## src/rtl/bsih_map.vh

```
// constants for the backplane system control and interrupt block
// assumes one 25 MHz clock domain; all backplane pins arrive asynchronous
// Functional notes
// - only backplane interrupt levels enabled by strap are honoured, seven levels
// - an accepted interrupt first requests the bus and waits for grant
// - after grant run acknowledge cycle, pass the interrupter's vector on
// - power-fail low raises the non-maskable interrupt when that level is enabled
// - as system controller accept requests on five priority levels
// - grant goes to the highest priority pending requester
// - as system controller drive a 16 MHz clock onto the backplane
// - as system controller hold backplane reset low while board is in reset
// - as system controller raise bus fault when no slave answers a cycle
// - timeout selectable as 8, 16, 32 or 64 us, or disabled
// - arbiter, clock, reset and timeout act only when strapped as controller
// - addresses f70000 to f70019 decode to status, serial and timer space
// - status register decodes at f70018 on both byte lanes
// - address 01fff0 shows only an image of the control register
// - 32 MHz source divided to 8 MHz processor and 16 MHz backplane clock
// - read-only memory region of 64K bytes over two sockets
// - RAM parity generated and checked by option; retry, then bus fault
// - 128K byte dynamic RAM has its own refresh control
// - backplane RAM base on 1K boundaries inside a selectable 256K block
// - RAM waits: writes 0-1, reads 2-3, parity reads 3-4
// - unowned backplane access requests bus itself, releases after access
`ifndef BSIH_MAP_VH
`define BSIH_MAP_VH
`define BSIH_STATUS_ADDR   24'hf70018
`define BSIH_IO_LO_ADDR    24'hf70000
`define BSIH_IO_HI_ADDR    24'hf70019
`define BSIH_TIMER_LO_ADDR 24'hf70000
`define BSIH_TIMER_HI_ADDR 24'hf7000f
`define BSIH_SERIAL_LO     24'hf70010
`define BSIH_SERIAL_HI     24'hf70017
`define BSIH_CTRL_IMG_ADDR 24'h01fff0
`define BSIH_ROM_BASE      24'hf00000
`define BSIH_ROM_TOP       24'hf0ffff
`define BSIH_ROM_SOCK_BIT  15
`define BSIH_RAM_TOP       24'h01ffff
`define BSIH_CTRL_RESET    16'h0000
`define BSIH_CTRL_REQ_BIT  0
`define BSIH_CTRL_WP_BIT   1
`define BSIH_TMO_8_US      8
`define BSIH_CLK_MHZ       25
`define BSIH_TMO_8_CYC     (`BSIH_TMO_8_US * `BSIH_CLK_MHZ)
`define BSIH_REFRESH_CYC   375
`define BSIH_WAIT_WR       3'h1
`define BSIH_WAIT_RD       3'h2
`define BSIH_WAIT_RDP      3'h3
`endif

```

## src/rtl/bsih_arbiter.v

```verilog
// priority arbiter for five backplane request levels
// assumes requests are already synchronised to mclk
module bsih_arbiter #(
  parameter LEVELS = 5
) (
  input  wire [LEVELS-1:0] req,
  input  wire              enable,
  output reg  [LEVELS-1:0] grant_next
);
  integer i;
  reg found;
  // highest index wins, one grant at most
  always @*
  begin
    grant_next = {LEVELS{1'b0}};
    found = 1'b0;
    for (i = LEVELS-1; i >= 0; i = i - 1)
    begin
      if (enable && req[i] && !found)
      begin
        grant_next[i] = 1'b1;
        found = 1'b1;
      end
    end
  end
endmodule

```

## src/rtl/bsih_top.v

```verilog
// backplane system control, interrupt handling and local decode
// assumes backplane pins are asynchronous; processor bus is on mclk
`include "bsih_map.vh"
module bsih_top #(
  parameter TMO_BASE = `BSIH_TMO_8_CYC,
  parameter REF_CYC  = `BSIH_REFRESH_CYC
) (
  input  wire        mclk,
  input  wire        resetn,
  input  wire        sysctl_strap,
  input  wire [6:0]  irq_level_enable,
  input  wire [2:0]  own_req_level,
  input  wire [2:0]  tmo_select,
  input  wire        parity_enable,
  input  wire [7:0]  ram_base_1k,
  input  wire [1:0]  ram_block_256k,
  input  wire [6:0]  bp_irq_n,
  input  wire        power_fail_line_n,
  input  wire [4:0]  bp_req,
  input  wire        bp_grant_in,
  input  wire        bp_ack_n,
  input  wire        bp_strobe_n,
  input  wire [7:0]  bp_data_in,
  input  wire [23:0] bp_addr,
  input  wire        cpu_strobe,
  input  wire        cpu_write,
  input  wire        cpu_offboard,
  input  wire [23:0] cpu_addr,
  input  wire [15:0] cpu_wdata,
  input  wire [1:0]  cpu_lanes,
  input  wire [15:0] board_state,
  input  wire        parity_bad,
  output reg         sys_clk_out,
  output reg         host_clk_out,
  output reg         bp_reset_n_out,
  output reg         bus_fault_signal,
  output reg  [4:0]  bp_grant_out,
  output reg         own_bus_req,
  output reg  [2:0]  own_req_lvl_out,
  output reg         iack_out,
  output reg  [2:0]  iack_level,
  output reg  [2:0]  host_irq_level,
  output reg  [7:0]  irq_vector,
  output reg         vector_valid,
  output reg  [15:0] cpu_rdata,
  output reg         cpu_ack,
  output reg         sel_status,
  output reg         sel_serial,
  output reg         sel_timer,
  output reg         sel_rom,
  output reg         rom_socket,
  output reg         sel_ram,
  output reg         ram_refresh,
  output reg         ram_bp_hit
);
  localparam ST_IDLE = 3'd0;
  localparam ST_REQ  = 3'd1;
  localparam ST_IACK = 3'd2;
  localparam ST_DONE = 3'd3;
  localparam NSYNC = 7 + 1 + 5 + 1 + 1 + 1;
  // idle pin levels, so leaving reset shows no false edge
  localparam [NSYNC-1:0] SYNC_IDLE = {7'h7f, 1'b1, 5'h00, 1'b0, 1'b1, 1'b1};

  // three-stage synchronisers, change counts when stages two and three agree
  wire [NSYNC-1:0] raw_in;
  reg  [NSYNC-1:0] s1_reg;
  reg  [NSYNC-1:0] s2_reg;
  reg  [NSYNC-1:0] s3_reg;
  reg  [NSYNC-1:0] clean_reg;
  assign raw_in = {bp_irq_n, power_fail_line_n, bp_req, bp_grant_in,
                   bp_ack_n, bp_strobe_n};
  genvar g;
  generate
    for (g = 0; g < NSYNC; g = g + 1)
    begin : sync
      always @(posedge mclk)
      begin
        if (!resetn)
        begin
          s1_reg[g] <= SYNC_IDLE[g];
          s2_reg[g] <= SYNC_IDLE[g];
          s3_reg[g] <= SYNC_IDLE[g];
          clean_reg[g] <= SYNC_IDLE[g];
        end
        else
        begin
          s1_reg[g] <= raw_in[g];
          s2_reg[g] <= s1_reg[g];
          s3_reg[g] <= s2_reg[g];
          if (s2_reg[g] == s3_reg[g])
            clean_reg[g] <= s3_reg[g];
        end
      end
    end
  endgenerate
  wire [6:0] irq_act  = ~clean_reg[15:9];
  wire       pfail    = ~clean_reg[8];
  wire [4:0] req_s    = clean_reg[7:3];
  wire       grant_s  = clean_reg[2];
  wire       ack_s    = ~clean_reg[1];
  wire       strobe_s = ~clean_reg[0];

  // clocks: 25 MHz stands for the 32 MHz source; halves and quarters it
  reg [1:0] div_reg;
  always @(posedge mclk)
  begin
    if (!resetn)
      div_reg <= 2'h0;
    else
      div_reg <= div_reg + 2'h1;
  end

  // system controller outputs: clock, reset, arbiter
  wire [4:0] grant_next;
  bsih_arbiter #(
    .LEVELS (5)
  ) u_arb (
    .req        (req_s),
    .enable     (sysctl_strap),
    .grant_next (grant_next)
  );
  always @(posedge mclk)
  begin
    if (!resetn)
    begin
      sys_clk_out    <= 1'b0;
      host_clk_out   <= 1'b0;
      bp_reset_n_out <= 1'b1;
      bp_grant_out   <= 5'h00;
    end
    else
    begin
      sys_clk_out    <= sysctl_strap & div_reg[0];
      host_clk_out   <= div_reg[1];
      bp_reset_n_out <= ~(sysctl_strap & ~board_state[0]);
      bp_grant_out   <= grant_next;
    end
  end

  // bus timeout counter, restarted per backplane strobe
  reg  [13:0] tmo_cnt_reg;
  reg  [13:0] tmo_limit;
  reg         strobe_d_reg;
  reg         tmo_fault_reg;
  always @*
  begin
    case (tmo_select[1:0])
      2'd0:    tmo_limit = TMO_BASE[13:0];
      2'd1:    tmo_limit = TMO_BASE[12:0] * 14'd2;
      2'd2:    tmo_limit = TMO_BASE[11:0] * 14'd4;
      default: tmo_limit = TMO_BASE[10:0] * 14'd8;
    endcase
  end
  always @(posedge mclk)
  begin
    if (!resetn)
    begin
      tmo_cnt_reg   <= 14'h0000;
      strobe_d_reg  <= 1'b0;
      tmo_fault_reg <= 1'b0;
    end
    else
    begin
      strobe_d_reg <= strobe_s;
      if (strobe_s && !strobe_d_reg)
      begin
        tmo_cnt_reg   <= 14'h0000;
        tmo_fault_reg <= 1'b0;
      end
      else if (!strobe_s || ack_s)
        tmo_fault_reg <= 1'b0;
      else if (sysctl_strap && !tmo_select[2])
      begin
        if (tmo_cnt_reg >= tmo_limit - 14'h0001)
          tmo_fault_reg <= 1'b1;
        else
          tmo_cnt_reg <= tmo_cnt_reg + 14'h0001;
      end
    end
  end

  // interrupt handler sequence: request, acknowledge, vector
  reg [2:0] ih_state_reg;
  reg [2:0] best_lvl;
  integer k;
  always @*
  begin
    best_lvl = 3'd0;
    for (k = 0; k < 7; k = k + 1)
    begin
      if (irq_act[k] && irq_level_enable[k])
        best_lvl = k[2:0] + 3'd1;
    end
  end
  // off-board cycle request handling
  reg cpu_own_reg;
  reg [15:0] ctrl_reg;
  always @(posedge mclk)
  begin
    if (!resetn)
    begin
      ih_state_reg   <= ST_IDLE;
      iack_out       <= 1'b0;
      iack_level     <= 3'd0;
      irq_vector     <= 8'h00;
      vector_valid   <= 1'b0;
      host_irq_level <= 3'd0;
      cpu_own_reg    <= 1'b0;
    end
    else
    begin
      vector_valid <= 1'b0;
      if (pfail && irq_level_enable[6])
        host_irq_level <= 3'd7;
      else
        host_irq_level <= best_lvl;
      cpu_own_reg <= cpu_strobe & cpu_offboard; // held until access ends
      case (ih_state_reg)
        ST_IDLE:
          if (best_lvl != 3'd0)
          begin
            iack_level   <= best_lvl;
            ih_state_reg <= ST_REQ;
          end
        ST_REQ:
          if (grant_s)
          begin
            iack_out     <= 1'b1;
            ih_state_reg <= ST_IACK;
          end
        ST_IACK:
          if (ack_s)
          begin
            irq_vector   <= bp_data_in;
            vector_valid <= 1'b1;
            iack_out     <= 1'b0;
            ih_state_reg <= ST_DONE;
          end
          else if (tmo_fault_reg)
          begin
            iack_out     <= 1'b0;
            ih_state_reg <= ST_DONE;
          end
        ST_DONE:
          if (!ack_s)
            ih_state_reg <= ST_IDLE;
        default:
          ih_state_reg <= ST_IDLE;
      endcase
    end
  end

  // bus request output and level
  always @(posedge mclk)
  begin
    if (!resetn)
    begin
      own_bus_req     <= 1'b0;
      own_req_lvl_out <= 3'd0;
    end
    else
    begin
      own_bus_req <= (ih_state_reg == ST_REQ) || (ih_state_reg == ST_IACK)
                     || cpu_own_reg || ctrl_reg[`BSIH_CTRL_REQ_BIT];
      own_req_lvl_out <= own_req_level;
    end
  end

  // local address decode
  wire hit_io     = (cpu_addr >= `BSIH_IO_LO_ADDR) && (cpu_addr <= `BSIH_IO_HI_ADDR);
  wire hit_status = hit_io && (cpu_addr[23:1] == `BSIH_STATUS_ADDR >> 1);
  wire hit_img    = (cpu_addr[23:1] == `BSIH_CTRL_IMG_ADDR >> 1);
  wire hit_rom    = (cpu_addr >= `BSIH_ROM_BASE) && (cpu_addr <= `BSIH_ROM_TOP);
  wire hit_ram    = (cpu_addr <= `BSIH_RAM_TOP) && !hit_img;
  reg        img_sel_reg;
  always @(posedge mclk)
  begin
    if (!resetn)
    begin
      sel_status <= 1'b0;
      sel_serial <= 1'b0;
      sel_timer  <= 1'b0;
      sel_rom    <= 1'b0;
      rom_socket <= 1'b0;
      sel_ram    <= 1'b0;
      img_sel_reg <= 1'b0;
      ctrl_reg   <= `BSIH_CTRL_RESET;
    end
    else
    begin
      sel_status <= cpu_strobe && hit_status && (cpu_lanes != 2'b00);
      sel_serial <= cpu_strobe && hit_io && (cpu_addr >= `BSIH_SERIAL_LO)
                    && (cpu_addr <= `BSIH_SERIAL_HI);
      sel_timer  <= cpu_strobe && hit_io && (cpu_addr <= `BSIH_TIMER_HI_ADDR);
      sel_rom    <= cpu_strobe && hit_rom && !cpu_write;
      rom_socket <= cpu_addr[`BSIH_ROM_SOCK_BIT];
      sel_ram    <= cpu_strobe && hit_ram;
      img_sel_reg <= cpu_strobe && hit_img;
      if (cpu_strobe && hit_img && cpu_write)
        ctrl_reg <= cpu_wdata;
    end
  end

  // backplane RAM window: 1K base within 256K block
  always @(posedge mclk)
  begin
    if (!resetn)
      ram_bp_hit <= 1'b0;
    else
      ram_bp_hit <= strobe_s && (bp_addr[23:18] == {4'h0, ram_block_256k})
                    && (bp_addr[17:10] >= ram_base_1k)
                    && ({1'b0, bp_addr[17:10]} < {1'b0, ram_base_1k} + 9'd128);
  end

  // refresh timer
  reg [9:0] ref_cnt_reg;
  always @(posedge mclk)
  begin
    if (!resetn)
    begin
      ref_cnt_reg <= 10'h000;
      ram_refresh <= 1'b0;
    end
    else
    begin
      ram_refresh <= (ref_cnt_reg == REF_CYC[9:0] - 10'h001);
      if (ref_cnt_reg == REF_CYC[9:0] - 10'h001)
        ref_cnt_reg <= 10'h000;
      else
        ref_cnt_reg <= ref_cnt_reg + 10'h001;
    end
  end

  // processor answer: wait cycles, parity retry, read data
  reg [2:0] wait_reg;
  reg       busy_reg;
  reg       retried_reg;
  reg       par_fault_reg;
  reg       local_done_reg;
  always @(posedge mclk)
  begin
    if (!resetn)
    begin
      wait_reg      <= 3'd0;
      busy_reg      <= 1'b0;
      retried_reg   <= 1'b0;
      local_done_reg <= 1'b0;
      par_fault_reg <= 1'b0;
      cpu_ack       <= 1'b0;
      cpu_rdata     <= 16'h0000;
    end
    else
    begin
      cpu_ack       <= 1'b0;
      par_fault_reg <= 1'b0;
      if (!cpu_strobe)
      begin
        busy_reg    <= 1'b0;
        retried_reg <= 1'b0;
        local_done_reg <= 1'b0;
      end
      else if (!busy_reg && sel_ram)
      begin
        busy_reg <= 1'b1;
        wait_reg <= cpu_write ? `BSIH_WAIT_WR :
                    (parity_enable ? `BSIH_WAIT_RDP : `BSIH_WAIT_RD);
      end
      else if (!busy_reg && !local_done_reg
               && (sel_status || img_sel_reg || (cpu_offboard && grant_s && ack_s)))
      begin
        cpu_ack        <= 1'b1;
        local_done_reg <= 1'b1; // one answer per strobe
      end
      else if (busy_reg && wait_reg != 3'd0)
        wait_reg <= wait_reg - 3'd1;
      else if (busy_reg && !cpu_ack)
      begin
        if (parity_enable && !cpu_write && parity_bad && !retried_reg)
        begin
          retried_reg <= 1'b1;
          wait_reg    <= `BSIH_WAIT_RDP;
        end
        else if (parity_enable && !cpu_write && parity_bad)
          par_fault_reg <= 1'b1;
        else
          cpu_ack <= 1'b1;
        if (!(parity_enable && !cpu_write && parity_bad && !retried_reg))
          busy_reg <= 1'b0;
      end
      if (sel_status)
        cpu_rdata <= board_state;
      else if (img_sel_reg)
        cpu_rdata <= ctrl_reg;
      else if (sel_rom || sel_ram)
        cpu_rdata <= 16'h0000;
    end
  end

  // bus fault: timeout or persistent parity failure
  always @(posedge mclk)
  begin
    if (!resetn)
      bus_fault_signal <= 1'b0;
    else
      bus_fault_signal <= tmo_fault_reg | par_fault_reg;
  end
endmodule

```

## config.mk

```make
export PLATFORM = sky130hd
export DESIGN_NAME = bsih_top
export DESIGN_NICKNAME = d
export VERILOG_FILES = /design/src/rtl/bsih_arbiter.v /design/src/rtl/bsih_top.v
export VERILOG_INCLUDE_DIRS = /design/src /design/src/rtl
export SDC_FILE = /design/constraint.sdc
export NUM_CORES = 1
export LEC_CHECK = 0
export BUFFER_PORTS_ARGS = -buffer_cell sky130_fd_sc_hd__buf_2
export CORE_ASPECT_RATIO = 1.4
export CORE_MARGIN = 3
export CORE_UTILIZATION = 54
export CTS_BUF_LIST = sky130_fd_sc_hd__clkbuf_2
export DETAILED_ROUTE_END_ITERATION = 12
export GPL_ROUTABILITY_DRIVEN = 0
export PLACE_DENSITY = 0.82
export SETUP_SLACK_MARGIN = 0.4
export SLEW_MARGIN = 5
export SYNTH_ARGS = -nofsm -noshare
export SYNTH_HDL_FRONTEND = slang
export SYNTH_SLANG_ARGS = --single-unit
export TNS_END_PERCENT = 100
```

## constraint.sdc

```tcl
create_clock -name mclk -period 2.4 [get_ports mclk]
set_input_delay 0 -clock mclk [delete_from_list [all_inputs] [get_ports mclk]]
set_output_delay 0 -clock mclk [all_outputs]
set_load 0.05 [all_outputs]
```

==> summary.txt <==
Critical path
  • CP Max Fanout: 3
  • Slowest CP cell: dlygate4sd3_1
  • Crit-path leading delay family: buffers and inverters
  • Slowest stage delay, CP: 0.61 ns
  • Crit path required time: 2.98 ns
  • CP Class: in -> reg
  • Startpoint types: input pin
  • Crit path DAT: 2.60 ns
  • Top cell by count, worst path: dlygate4sd3_1
  • Critical path buffer and inverter count: 4
  • Crit path cell chain: dlygate4sd3_1 -> buf_2 -> ha_1 -> dlygate4sd3_1 -> a2111oi_0 -> dlygate4sd3_1 -> o21ai_0 -> and4_1
  • Crit. End Element: flip-flop

Floorplanning
  • Core footprint: 0.0124 mm^2
  • Die Footprint: 0.0142 mm^2
  • Row Count: 48
  • Initial core utilization: 55.7%
  • Io pins: 191
  • Die Wd: 102 um
  • Die Ht: 140 um

Synth
  • Async set or reset register ratio after synthesis: 0%
  • Synth Cell Area: 0.00692 mm^2
  • Synth area leader: dfxtp_1
  • Synth top area cells: dfxtp_1 50%, ha_1 6.1%, nor2_1 5.4%
  • Number of synthesized register bits: 173
  • Synth top area share: 50.0%
  • Number of flops mapped to enable cells by yosys: 0
  • Top FF cell, synth: dfxtp_1
  • Post-Syn Nets: 921
  • Seq/Total Area, Yosys: 50.0%
  • Mean Syn Cell Area: 9.23 um^2
  • Post-synthesis cell count: 750
  • Synth cell types: 60
  • Warnings, synthesis: 0

Detailed routing
  • Routed WL: 20900 um
  • # DRC: 0
  • Average wire per cell in the routed design: 16.5 um
  • First DRT Iteration DRCs: 343
  • Vias: 6932
  • Routed Antenna Nets: 0
  • Avg Vias per Cell: 5.48
  • Initial DRT Pass Iterations: 5

Min path
  • Hold Path Class: in -> reg

Power
  • Pwr dens: 505 mW/mm^2
  • Clock power share: 27.0%
  • Leakage: 4.34 nW
  • Sequential Power Share: 58.6%
  • Gate power share: 14.3%
  • Maximum vdd drop: 0.339 mV
  • Total power after layout: 5.07 mW
  • Internal Power: 3.78 mW
  • Sw frac: 25.6%
  • Net switching power figure: 1.30 mW

Placed design
  • Dpl cells: 1057
  • PortBufs: 180
  • Post-DP HPWL: 11100 um
  • DP Area: 0.00799 mm^2
  • Setup WS pre-CTS: 0.0187 ns

Timing
  • Max Freq: 0.496 GHz
  • Fin crit share: 84.0%
  • Worst setup margin: 0.385 ns
  • Max-Slew Margin vs Limit: 22.0%
  • Slew @ Worst Pin: 1.16 ns
  • RSZ-0062 raised after global routing: yes
  • Setup Skew: 0.0388 ns
  • Fin. max-slew vios: 0
  • Setup TNS: 0 ns
  • # setup viols final: 0
  • Minimum clock period: 2.02 ns
  • Worst Hold Slack: 0.0848 ns
  • Final Hold Fails: 0

Global routing
  • Vias in the first global route: 7134
  • Global-route wire length before repair: 33200 um
  • Initial antenna violation count: 3
  • Largest net degree at the start of global routing: 58
  • Gr ovfl total: 0
  • Global Route Usage Sum: 29.4%

Clocking
  • CTS H-tree lvls: 4
  • Root buf cell: clkbuf_2
  • CTS sink cnt: 173
  • Clock insertion delay at the later pin of the skew report: 0.69 ns
  • Clk slew on worst S/H paths: 0.23 ns
  • CTS tree: built
  • CTS Buffer Depth: 2
  • Total CTS buffers: 17

Final layout
  • Area Overhead vs Synth: 45.1%
  • Final net count: 1272
  • Fin util: 80.8%
  • Cell area after layout: 0.0100 mm^2
  • Layout cells sized above 1: 23.9%
  • Final cell count without fillers: 1264

Flow run
  • Max Cap Violations: 0

Status
  • Outcome: finished clean
==> area by class of cell <==
cell class,count,area (um^2)
inverters,29,109
clock inverters,9,98.8
repair buffers,361,2690
diodes,3,7.51
flip-flops and latches,173,3490
well taps,150,188
multi-input cells,519,3370
fillers,738,2390
clock buffers,20,100
==> kinds of logic after synthesis <==
| group | count (synthesis) | share of synthesized area, % |
|---|---|---|
| compound gates | 134 | 12.5 |
| xor+xnor | 11 | 1.39 |
| fa+ha+maj | 34 | 6.15 |
| buf+inv | 59 | 3.25 |
| flops | 173 | 50.0 |
| mux | 18 | 2.60 |
| simple gates | 321 | 24.1 |
==> repair_timing <==
action | CTS | global route
hold buffers | 167 | 0
setup buffers | 4 | 3
cloned | 1 | 0
pin swaps | 3 | 10
resized for setup | 6 | 29
setup endpoints to repair | 10 | 17
hold endpoints to repair | 163 | 0
==> path summary, 6_finish.rpt <==
kind | cells past startpoint | endpoint | slack [ns] | from
worst max-delay path | 8 | ram_bp_hit | 0.38 | bp_addr[15]
worst max register to register | 7 | tmo_cnt_reg[12] | 0.44 | tmo_cnt_reg[3]
worst min register to register | 1 | s2_reg[1] | 0.43 | s1_reg[1]
worst min-delay path | 4 | cpu_rdata[11] | 0.08 | board_state[11]
==> synth_stat cells (2+ instances only) <==
cell type / number
a2111oi_0: 3
nor3b_1: 3
a211oi_1: 5
clkbuf_1: 23
dfxtp_1: 173
and2_1: 27
o31ai_1: 6
buf_1: 4
nand4_1: 9
a311oi_1: 3
nand4b_1: 6
nand2_1: 61
or2_2: 4
nand3_1: 10
and2b_1: 3
o41ai_1: 2
a21oi_1: 46
o21a_1: 4
nor2b_1: 7
nand3b_1: 3
a221oi_1: 16
ha_1: 34
nor3_1: 12
mux2i_1: 18
and3_1: 7
o2111ai_1: 3
inv_1: 29
nand2b_1: 35
nor4_1: 10
xor2_1: 5
or4_1: 6
o21ai_0: 29
xnor2_1: 6
o211ai_1: 2
nor2_1: 100
or3_1: 5
buf_2: 3
a22oi_1: 2
and4_1: 5
==> routing by layer <==
layer | up-vias | GRT usage [%] | part of all wire (%)
li1 | 3322 | - | -
met1 | 3243 | 30.5 | 37
met2 | 274 | 53.7 | 54
met3 | 93 | 6.53 | 4.9
met4 | 0 | 15.1 | 4.8
met5 | - | 0 | 0
==> tightest hold or removal path: stages <==
cell and delay, ns:
dlygate4sd3_1 0.52, buf_2 0.09, a221oi_1 0.07, nor2_1 0.07
==> power groups by stage <==
stage	Combinational, mW	Sequential, mW	Clock [mW]
final	0.726	2.98	1.37
after global placement	0.494	3.03	0
after floorplan	0.248	3.09	0
after detailed placement	0.501	3.04	0
after CTS	0.686	2.98	1.40
after global routing	0.785	2.99	1.53
==> cells in the final DEF (no fill, tap or decap), types with 4 or more instances in the layout <==
cell type        n
and2_1          27
and4_1           4
clkbuf_2        20
nor2b_1          7
ha_1            29
nor4_1           8
nand4_1          9
xnor2_1          6
xor2_1           5
dfxtp_4          4
nand4b_1         6
or3_1            5
dfxtp_2          7
a21oi_1         44
nand2_1         61
and3_1           7
a221oi_1        16
buf_2          180
dlygate4sd3_1  166
o31ai_1          5
inv_1           28
or4_1            4
nor2_1         100
mux2i_1         18
buf_4           12
dfxtp_1        162
clkinv_2         4
nand2b_1        35
nor3_1          12
o21ai_0         29
nand3_1         10
No activity file was read; power rests on OpenSTA's default activity.
